File: src/shared/msch_regs.svh
// register offsets, field positions, interrupt bits and reset values of the command handler
`ifndef MSCH_REGS_SVH
`define MSCH_REGS_SVH

// ----------------------------------------
// register byte offsets
// ----------------------------------------
`define MSCH_CMD_OFF 12'h000
`define MSCH_STATE_OFF 12'h004
`define MSCH_AVAIL_OFF 12'h008
`define MSCH_IRQ_STAT_OFF 12'h00C
`define MSCH_IRQ_MASK_OFF 12'h010
`define MSCH_ERR_OFF 12'h014

// ----------------------------------------
// command word fields
// ----------------------------------------
`define MSCH_OP_MSB 3
`define MSCH_OP_LSB 0
`define MSCH_ARG_MSB 7
`define MSCH_ARG_LSB 4
`define MSCH_SEL_MSB 9
`define MSCH_SEL_LSB 8
`define MSCH_SELEN_BIT 12

// ----------------------------------------
// state word fields
// ----------------------------------------
`define MSCH_ST_LOG_BIT 0
`define MSCH_ST_CAUSE_MSB 6
`define MSCH_ST_CAUSE_LSB 4
`define MSCH_ST_TREND_BIT 8
`define MSCH_ST_FREEZE_BIT 9
`define MSCH_ST_SURGE_MSB 14
`define MSCH_ST_SURGE_LSB 12

// ----------------------------------------
// interrupt bits and reset values
// ----------------------------------------
`define MSCH_IRQ_CMD_ERR 0
`define MSCH_IRQ_LOG_END 1
`define MSCH_IRQ_SURGE_OK 2
`define MSCH_AVAIL_RST 3'h1
`define MSCH_MASK_RST 3'h0

`endif

File: src/shared/msch_pkg.sv
// types of the command handler
package msch_pkg;
    typedef enum logic [3:0] {
        MSCH_OP_NONE = 4'h0,
        MSCH_OP_CLR_SURGE = 4'h1,
        MSCH_OP_LOG = 4'h2,
        MSCH_OP_TREND = 4'h3,
        MSCH_OP_FREEZE = 4'h4
    } msch_op_t;

    typedef enum logic [2:0] {
        MSCH_CAUSE_NONE = 3'h0,
        MSCH_CAUSE_SIZE = 3'h1,
        MSCH_CAUSE_FULL = 3'h2,
        MSCH_CAUSE_WRERR = 3'h3,
        MSCH_CAUSE_REMOVED = 3'h4
    } msch_cause_t;

    typedef enum logic [1:0] {
        MSCH_ERR_NONE = 2'h0,
        MSCH_ERR_OPCODE = 2'h1,
        MSCH_ERR_ARG = 2'h2,
        MSCH_ERR_ANALYZER = 2'h3
    } msch_err_t;

    typedef enum logic [1:0] {
        MSCH_LOG_IDLE = 2'b01,
        MSCH_LOG_RUN = 2'b10
    } msch_log_st_t;
endpackage

File: src/shared/msch_if.sv
// register access path between the bus slave and the command handler
`timescale 1ns/1ps
interface msch_if;
    logic wr;
    logic [11:0] addr;
    logic [31:0] wdata;
    logic [31:0] rdata;
    logic hit;
    modport bus (output wr, output addr, output wdata, input rdata, input hit);
    modport regs (input wr, input addr, input wdata, output rdata, output hit);
endinterface

File: src/msch_apb.sv
// apb slave front end of the command handler
`timescale 1ns/1ps
module msch_apb (
    // clock and reset
    input wire logic clk_sys,
    input wire logic rst_b,
    // apb
    input wire logic psel,
    input wire logic penable,
    input wire logic pwrite,
    input wire logic [11:0] paddr,
    input wire logic [31:0] pwdata,
    output logic [31:0] prdata,
    output logic pready,
    output logic pslverr,
    // register side
    msch_if.bus rb
);
    // zero wait states: read data is caught in the setup cycle
    assign pready = 1'b1;
    assign pslverr = psel & penable & ~rb.hit;
    assign rb.addr = paddr;
    assign rb.wdata = pwdata;
    assign rb.wr = psel & penable & pwrite & rb.hit;

    always_ff @(posedge clk_sys) begin
        if (!rst_b) begin
            prdata <= 32'h0000_0000;
        end else if (psel & ~penable & ~pwrite) begin
            prdata <= rb.hit ? rb.rdata : 32'h0000_0000;
        end
    end
endmodule

File: src/msch_irq.sv
// sticky interrupt status with mask and one level output
`timescale 1ns/1ps
`include "msch_regs.svh"
module msch_irq #(
    parameter int N = 3
) (
    // clock and reset
    input wire logic clk_sys,
    input wire logic rst_b,
    // events and software access
    input wire logic [N-1:0] set,
    input wire logic stat_wr,
    input wire logic mask_wr,
    input wire logic [N-1:0] wdata,
    // state
    output logic [N-1:0] status,
    output logic [N-1:0] mask,
    output logic irq
);
    // set wins over a write-one-to-clear in the same cycle
    always_ff @(posedge clk_sys) begin
        if (!rst_b) begin
            status <= '0;
        end else begin
            status <= (status & ~(stat_wr ? wdata : '0)) | set;
        end
    end

    always_ff @(posedge clk_sys) begin
        if (!rst_b) begin
            mask <= N'(`MSCH_MASK_RST);
        end else if (mask_wr) begin
            mask <= wdata;
        end
    end

    assign irq = |(status & mask);
endmodule

File: src/msch_top.sv
// measurement state command handler: command decode, state and register map
//
// Chosen here: the register addresses and register access over APB.
`timescale 1ns/1ps
`include "msch_regs.svh"
module msch_top #(
    parameter int NUM_ANALYZERS = 3
) (
    // clock and reset
    input wire logic clk_sys,
    input wire logic rst_b,
    // apb
    input wire logic psel,
    input wire logic penable,
    input wire logic pwrite,
    input wire logic [11:0] paddr,
    input wire logic [31:0] pwdata,
    output logic [31:0] prdata,
    output logic pready,
    output logic pslverr,
    // measurement engine
    input wire logic period_done,
    output logic [NUM_ANALYZERS-1:0] surge_clear,
    output logic [NUM_ANALYZERS-1:0] surge_valid,
    output logic freeze,
    // logging storage
    input wire logic log_fault,
    input wire logic [2:0] log_fault_cause,
    output logic log_run,
    // trend capture
    output logic trend_run,
    output logic trend_discard,
    // interrupt
    output logic irq
);
    // ----------------------------------------
    // bus slave and register access
    // ----------------------------------------
    msch_if rb ();

    msch_apb u_apb (
        .clk_sys(clk_sys),
        .rst_b(rst_b),
        .psel(psel),
        .penable(penable),
        .pwrite(pwrite),
        .paddr(paddr),
        .pwdata(pwdata),
        .prdata(prdata),
        .pready(pready),
        .pslverr(pslverr),
        .rb(rb)
    );

    function automatic logic addr_hit(input logic [11:0] a);
        case (a)
            `MSCH_CMD_OFF, `MSCH_STATE_OFF, `MSCH_AVAIL_OFF,
            `MSCH_IRQ_STAT_OFF, `MSCH_IRQ_MASK_OFF, `MSCH_ERR_OFF: addr_hit = 1'b1;
            default: addr_hit = 1'b0;
        endcase
    endfunction

    // binary control arguments take only 0 or 1
    function automatic logic arg_ok(input msch_pkg::msch_op_t op, input logic [3:0] a);
        case (op)
            msch_pkg::MSCH_OP_CLR_SURGE: arg_ok = (a == 4'h0);
            msch_pkg::MSCH_OP_LOG, msch_pkg::MSCH_OP_TREND,
            msch_pkg::MSCH_OP_FREEZE: arg_ok = (a <= 4'h1);
            default: arg_ok = 1'b0;
        endcase
    endfunction

    assign rb.hit = addr_hit(rb.addr);

    logic cmd_wr;
    logic stat_wr;
    logic mask_wr;
    logic avail_wr;
    assign cmd_wr = rb.wr && (rb.addr == `MSCH_CMD_OFF);
    assign stat_wr = rb.wr && (rb.addr == `MSCH_IRQ_STAT_OFF);
    assign mask_wr = rb.wr && (rb.addr == `MSCH_IRQ_MASK_OFF);
    assign avail_wr = rb.wr && (rb.addr == `MSCH_AVAIL_OFF);

    // ----------------------------------------
    // command decode
    // ----------------------------------------
    msch_pkg::msch_op_t op;
    logic [3:0] arg;
    logic [1:0] sel;
    logic sel_en;
    logic [NUM_ANALYZERS-1:0] avail;
    logic sel_bad;
    logic sel_range_bad;
    logic op_known;
    msch_pkg::msch_err_t next_err;
    logic cmd_ok;

    assign op = msch_pkg::msch_op_t'(rb.wdata[`MSCH_OP_MSB:`MSCH_OP_LSB]);
    assign arg = rb.wdata[`MSCH_ARG_MSB:`MSCH_ARG_LSB];
    assign sel = rb.wdata[`MSCH_SEL_MSB:`MSCH_SEL_LSB];
    assign sel_en = rb.wdata[`MSCH_SELEN_BIT];
    assign sel_range_bad = (32'(sel) >= NUM_ANALYZERS);
    assign sel_bad = sel_en && (sel_range_bad || !avail[sel]);
    assign op_known = (op == msch_pkg::MSCH_OP_CLR_SURGE) || (op == msch_pkg::MSCH_OP_LOG)
        || (op == msch_pkg::MSCH_OP_TREND) || (op == msch_pkg::MSCH_OP_FREEZE);

    // analyzer check first, then opcode, then argument
    always_comb begin
        next_err = msch_pkg::MSCH_ERR_NONE;
        if (sel_bad) begin
            next_err = msch_pkg::MSCH_ERR_ANALYZER;
        end else if (!op_known) begin
            next_err = msch_pkg::MSCH_ERR_OPCODE;
        end else if (!arg_ok(op, arg)) begin
            next_err = msch_pkg::MSCH_ERR_ARG;
        end
    end

    assign cmd_ok = cmd_wr && (next_err == msch_pkg::MSCH_ERR_NONE);

    logic do_clr;
    logic do_log;
    logic do_trend;
    logic do_freeze;
    assign do_clr = cmd_ok && (op == msch_pkg::MSCH_OP_CLR_SURGE);
    assign do_log = cmd_ok && (op == msch_pkg::MSCH_OP_LOG);
    assign do_trend = cmd_ok && (op == msch_pkg::MSCH_OP_TREND);
    assign do_freeze = cmd_ok && (op == msch_pkg::MSCH_OP_FREEZE);

    msch_pkg::msch_err_t err;
    always_ff @(posedge clk_sys) begin
        if (!rst_b) begin
            err <= msch_pkg::MSCH_ERR_NONE;
        end else if (cmd_wr) begin
            err <= next_err;
        end
    end

    always_ff @(posedge clk_sys) begin
        if (!rst_b) begin
            avail <= NUM_ANALYZERS'(`MSCH_AVAIL_RST);
        end else if (avail_wr) begin
            avail <= rb.wdata[NUM_ANALYZERS-1:0];
        end
    end

    // ----------------------------------------
    // surge peak results
    // ----------------------------------------
    // with no selector every analyzer is cleared; a selector clears only that one
    logic [NUM_ANALYZERS-1:0] clr_set;
    always_comb begin
        clr_set = '0;
        if (do_clr) begin
            clr_set = sel_en ? NUM_ANALYZERS'(1) << sel : '1;
        end
    end

    always_ff @(posedge clk_sys) begin
        if (!rst_b) begin
            surge_clear <= '0;
        end else begin
            surge_clear <= clr_set;
        end
    end

    // a period that completes in the clear cycle does not count: the next one must
    logic [NUM_ANALYZERS-1:0] surge_ok_evt;
    assign surge_ok_evt = period_done ? ~surge_valid & ~clr_set : '0;

    always_ff @(posedge clk_sys) begin
        if (!rst_b) begin
            surge_valid <= '0;
        end else begin
            surge_valid <= (surge_valid | surge_ok_evt) & ~clr_set;
        end
    end

    // ----------------------------------------
    // logging
    // ----------------------------------------
    msch_pkg::msch_log_st_t log_st;
    msch_pkg::msch_cause_t cause;
    logic log_end_evt;

    // a storage fault only ends a run; a start in the same cycle wins
    assign log_end_evt = (log_st == msch_pkg::MSCH_LOG_RUN) && log_fault
        && !(do_log && arg[0]);

    always_ff @(posedge clk_sys) begin
        if (!rst_b) begin
            log_st <= msch_pkg::MSCH_LOG_IDLE;
        end else begin
            case (log_st)
                msch_pkg::MSCH_LOG_IDLE: begin
                    if (do_log && arg[0]) begin
                        log_st <= msch_pkg::MSCH_LOG_RUN;
                    end
                end
                msch_pkg::MSCH_LOG_RUN: begin
                    if (do_log && !arg[0]) begin
                        log_st <= msch_pkg::MSCH_LOG_IDLE;
                    end else if (log_end_evt) begin
                        log_st <= msch_pkg::MSCH_LOG_IDLE;
                    end
                end
                default: log_st <= msch_pkg::MSCH_LOG_IDLE;
            endcase
        end
    end

    assign log_run = (log_st == msch_pkg::MSCH_LOG_RUN);

    // an unknown fault code is kept as a write error rather than lost
    always_ff @(posedge clk_sys) begin
        if (!rst_b) begin
            cause <= msch_pkg::MSCH_CAUSE_NONE;
        end else if (do_log && arg[0]) begin
            cause <= msch_pkg::MSCH_CAUSE_NONE;
        end else if (log_end_evt) begin
            case (log_fault_cause)
                3'h1: cause <= msch_pkg::MSCH_CAUSE_SIZE;
                3'h2: cause <= msch_pkg::MSCH_CAUSE_FULL;
                3'h4: cause <= msch_pkg::MSCH_CAUSE_REMOVED;
                default: cause <= msch_pkg::MSCH_CAUSE_WRERR;
            endcase
        end
    end

    // ----------------------------------------
    // trend capture and freeze
    // ----------------------------------------
    always_ff @(posedge clk_sys) begin
        if (!rst_b) begin
            trend_run <= 1'b0;
            trend_discard <= 1'b0;
        end else begin
            trend_discard <= do_trend && arg[0];
            if (do_trend) begin
                trend_run <= arg[0];
            end
        end
    end

    always_ff @(posedge clk_sys) begin
        if (!rst_b) begin
            freeze <= 1'b0;
        end else if (do_freeze) begin
            freeze <= arg[0];
        end
    end

    // ----------------------------------------
    // interrupts
    // ----------------------------------------
    logic [2:0] irq_set;
    logic [2:0] irq_status;
    logic [2:0] irq_mask;
    assign irq_set[`MSCH_IRQ_CMD_ERR] = cmd_wr && (next_err != msch_pkg::MSCH_ERR_NONE);
    assign irq_set[`MSCH_IRQ_LOG_END] = log_end_evt;
    assign irq_set[`MSCH_IRQ_SURGE_OK] = |surge_ok_evt;

    msch_irq #(
        .N(3)
    ) u_irq (
        .clk_sys(clk_sys),
        .rst_b(rst_b),
        .set(irq_set),
        .stat_wr(stat_wr),
        .mask_wr(mask_wr),
        .wdata(rb.wdata[2:0]),
        .status(irq_status),
        .mask(irq_mask),
        .irq(irq)
    );

    // ----------------------------------------
    // read mux
    // ----------------------------------------
    logic [31:0] state_word;
    always_comb begin
        state_word = 32'h0000_0000;
        state_word[`MSCH_ST_LOG_BIT] = log_run;
        state_word[`MSCH_ST_CAUSE_MSB:`MSCH_ST_CAUSE_LSB] = cause;
        state_word[`MSCH_ST_TREND_BIT] = trend_run;
        state_word[`MSCH_ST_FREEZE_BIT] = freeze;
        state_word[`MSCH_ST_SURGE_MSB:`MSCH_ST_SURGE_LSB] = 3'(surge_valid);
    end

    always_comb begin
        case (rb.addr)
            `MSCH_STATE_OFF: rb.rdata = state_word;
            `MSCH_AVAIL_OFF: rb.rdata = 32'(avail);
            `MSCH_IRQ_STAT_OFF: rb.rdata = {29'h0000_0000, irq_status};
            `MSCH_IRQ_MASK_OFF: rb.rdata = {29'h0000_0000, irq_mask};
            `MSCH_ERR_OFF: rb.rdata = {30'h0000_0000, err};
            default: rb.rdata = 32'h0000_0000;
        endcase
    end
endmodule

File: config.mk
export PLATFORM = sky130hd
export DESIGN_NAME = msch_top
export DESIGN_NICKNAME = d
export VERILOG_FILES = /design/src/shared/msch_pkg.sv /design/src/shared/msch_if.sv /design/src/msch_apb.sv /design/src/msch_irq.sv /design/src/msch_top.sv
export VERILOG_INCLUDE_DIRS = /design/src /design/src/shared
export SDC_FILE = /design/constraint.sdc
export NUM_CORES = 1
export LEC_CHECK = 0
export ABC_CLOCK_PERIOD_IN_PS = 3000
export BUFFER_PORTS_ARGS = -buffer_cell sky130_fd_sc_hd__buf_4
export CORE_MARGIN = 5
export CORE_UTILIZATION = 45
export DETAILED_ROUTE_END_ITERATION = 10
export HOLD_SLACK_MARGIN = 0.12
export PLACE_DENSITY = 0.78
export SYNTH_ARGS = -nofsm -noshare
export SYNTH_HDL_FRONTEND = slang
export SYNTH_HIERARCHICAL = 1
export SYNTH_SLANG_ARGS = --single-unit
File: constraint.sdc
create_clock -name clk_sys -period 3 [get_ports clk_sys]
set_input_delay 0 -clock clk_sys [delete_from_list [all_inputs] [get_ports clk_sys]]
set_output_delay 0 -clock clk_sys [all_outputs]
set_load 0.03 [all_outputs]
==> metrics.csv <==
metric,value,unit
Worst slew margin,54.9,%
GRT overflow,0,
FP Rows,30,
"commonest non-fill, non-tap cell in the layout",buf_4,
Die H,92.9,um
Root Buffer,clkbuf_8,
"Reg clk slew, reported paths",0.06,ns
DRC viols,0,
nets,500,
DP Cell Count,491,
hold slack,0.144,ns
Placer Congestion,0.797,
clk_lat worst skew,0.34,ns
area of the die,0.00863,mm^2
kind of critical path,input port to flop,
drt first-iter violations,111,
Area Overhead vs Synth,29.2,%
via count,2755,
Clock Tree Buf Depth,2,
most frequent cells in the layout,"buf_4, dfxtp_1, nand2_1",
P_leak,1.61,nW
antenna-violating nets left,0,
area occupied by multi-input gates,0.00168,mm^2
YS warnings,6,
status,"finished, final reports clean",
fin crit share,89.3,%
drt pass-1 iters,4,
CP max FO,7,
Synth Cell Area,0.00309,mm^2
layout cells sized above 1,25.2,%
dpl hpwl,5070,um
drt total wl,7330,um
Final WS setup,0.321,ns
Setup Skew,0.00711,ns
Max Fclk,373,MHz
Via density,5.21,
# IOs,99,
CP endpoint kind,flop,
fin cells,529,
Initial Util,45.8,%
first-pass GRT wire length,12100,um
largest net degree at the start of global routing,76,
final setup fails,0,
Clock Sinks,57,
Final Hold Viols,0,
unrepaired setup endpoints after global routing,no,
Fillers,613,
register area,0.00114,mm^2
TritonCTS buffer count,9,
pre-CTS setup slack,0.402,ns
H-tree lvl count,3,
# diodes,0,
Worst IR Drop VDD,173,uV
"Slew Viols, Final",0,
cell count after synthesis,351,
HP Class,input port to flop,
vias in the first global route,2665,
worst endpoint required time,3.22,ns
Tightest Pin Transition,0.676,ns
Buffers on Ports,76,
syn avg cell area,8.82,um^2
initial antenna violation count,0,
drt wl/cell,13.9,um
CP Launch Type,input port,
Tmin final,2.68,ns
TritonCTS clock tree,yes,
Max-Cap Viols,0,
Total GRT Usage,17.3,%
Core Area,0.00676,mm^2
total power,0.00163,W
setup TNS,0,ns
Die X,92.9,um
Power Density,407,mW/mm^2
Arrival @ worst endpoint,2.90,ns
## timing repair
item / 4_1_cts / 5_1_grt
hold buffers: 23 / 0
endpoints found under the hold margin: 34 / 0
buffers inserted: 0 / 1
endpoints found under the setup margin: 0 / 1
resized for setup: 0 / 1
## metal layers
layer | up-vias | part of all wire (%) | global-route usage, %
met1 | 1271 | 43 | 20.8
li1 | 1384 | - | -
met3 | 13 | 5.9 | 3.01
met4 | 0 | 1.7 | 8.79
met5 | - | 0 | 0
met2 | 87 | 50 | 29.4
## worst max-delay path: stages
cell and delay (ns):
buf_4 0.12, nor4_2 0.33, nand3_2 0.22, a21oi_2 0.18, nand2_1 0.06, nor2_1 0.14, nor4b_4 0.33, nand4_4 0.21
nor4_4 0.35, a31oi_1 0.17, o21ai_0 0.18, a31oi_1 0.05, dlygate4sd3_1 0.56
## through the flow
stage	area, um^2	utilization (%)
finish	4000	59.2
global route	4000	59.2
CTS	3990	59.0
detailed placement	3570	52.9
global placement	3570	52.9
floorplan	3170	-
## path summary, 6_finish.rpt
| path | cells after the start | startpoint | end | slack (ns) |
|---|---|---|---|---|
| max | 13 | paddr[9] | u_irq/status[2]$_SDFF_PN0_ | 0.32 |
| min | 5 | paddr[0] | err[0]$_SDFFE_PN0P_ | 0.14 |
| max reg2reg | 7 | avail[1]$_SDFFE_PN0P_ | u_irq/status[2]$_SDFF_PN0_ | 0.65 |
| min reg2reg | 2 | u_apb/prdata[26]$_SDFFE_PN0P_ | u_apb/prdata[26]$_SDFFE_PN0P_ | 0.46 |
## layout make-up
cell class | count | share of cell area (%)
clock buffer | 10 | 3.44
inverter | 9 | 0.845
sequential | 57 | 28.5
multi-input combinational | 262 | 42.0
timing repair buffer | 107 | 21.5
tap | 80 | 2.50
clock inverter | 4 | 1.13
## where the power goes
part	switching (W)	leakage, nW	internal (W)
sequential	0.00000443	0.460	0.000761
clock	0.000293	0.0978	0.000392
combinational	0.0000941	1.05	0.0000815
## flip-flops by register name, indices dropped and copies added, names as in the netlist
signal         count
avail              3
cause              3
err                2
freeze             1
log_st             2
surge_clear        3
surge_valid        3
trend_discard      1
trend_run          1
u_apb/prdata      32
u_irq/mask         3
u_irq/status       3
(Power assumes the default switching activity.)
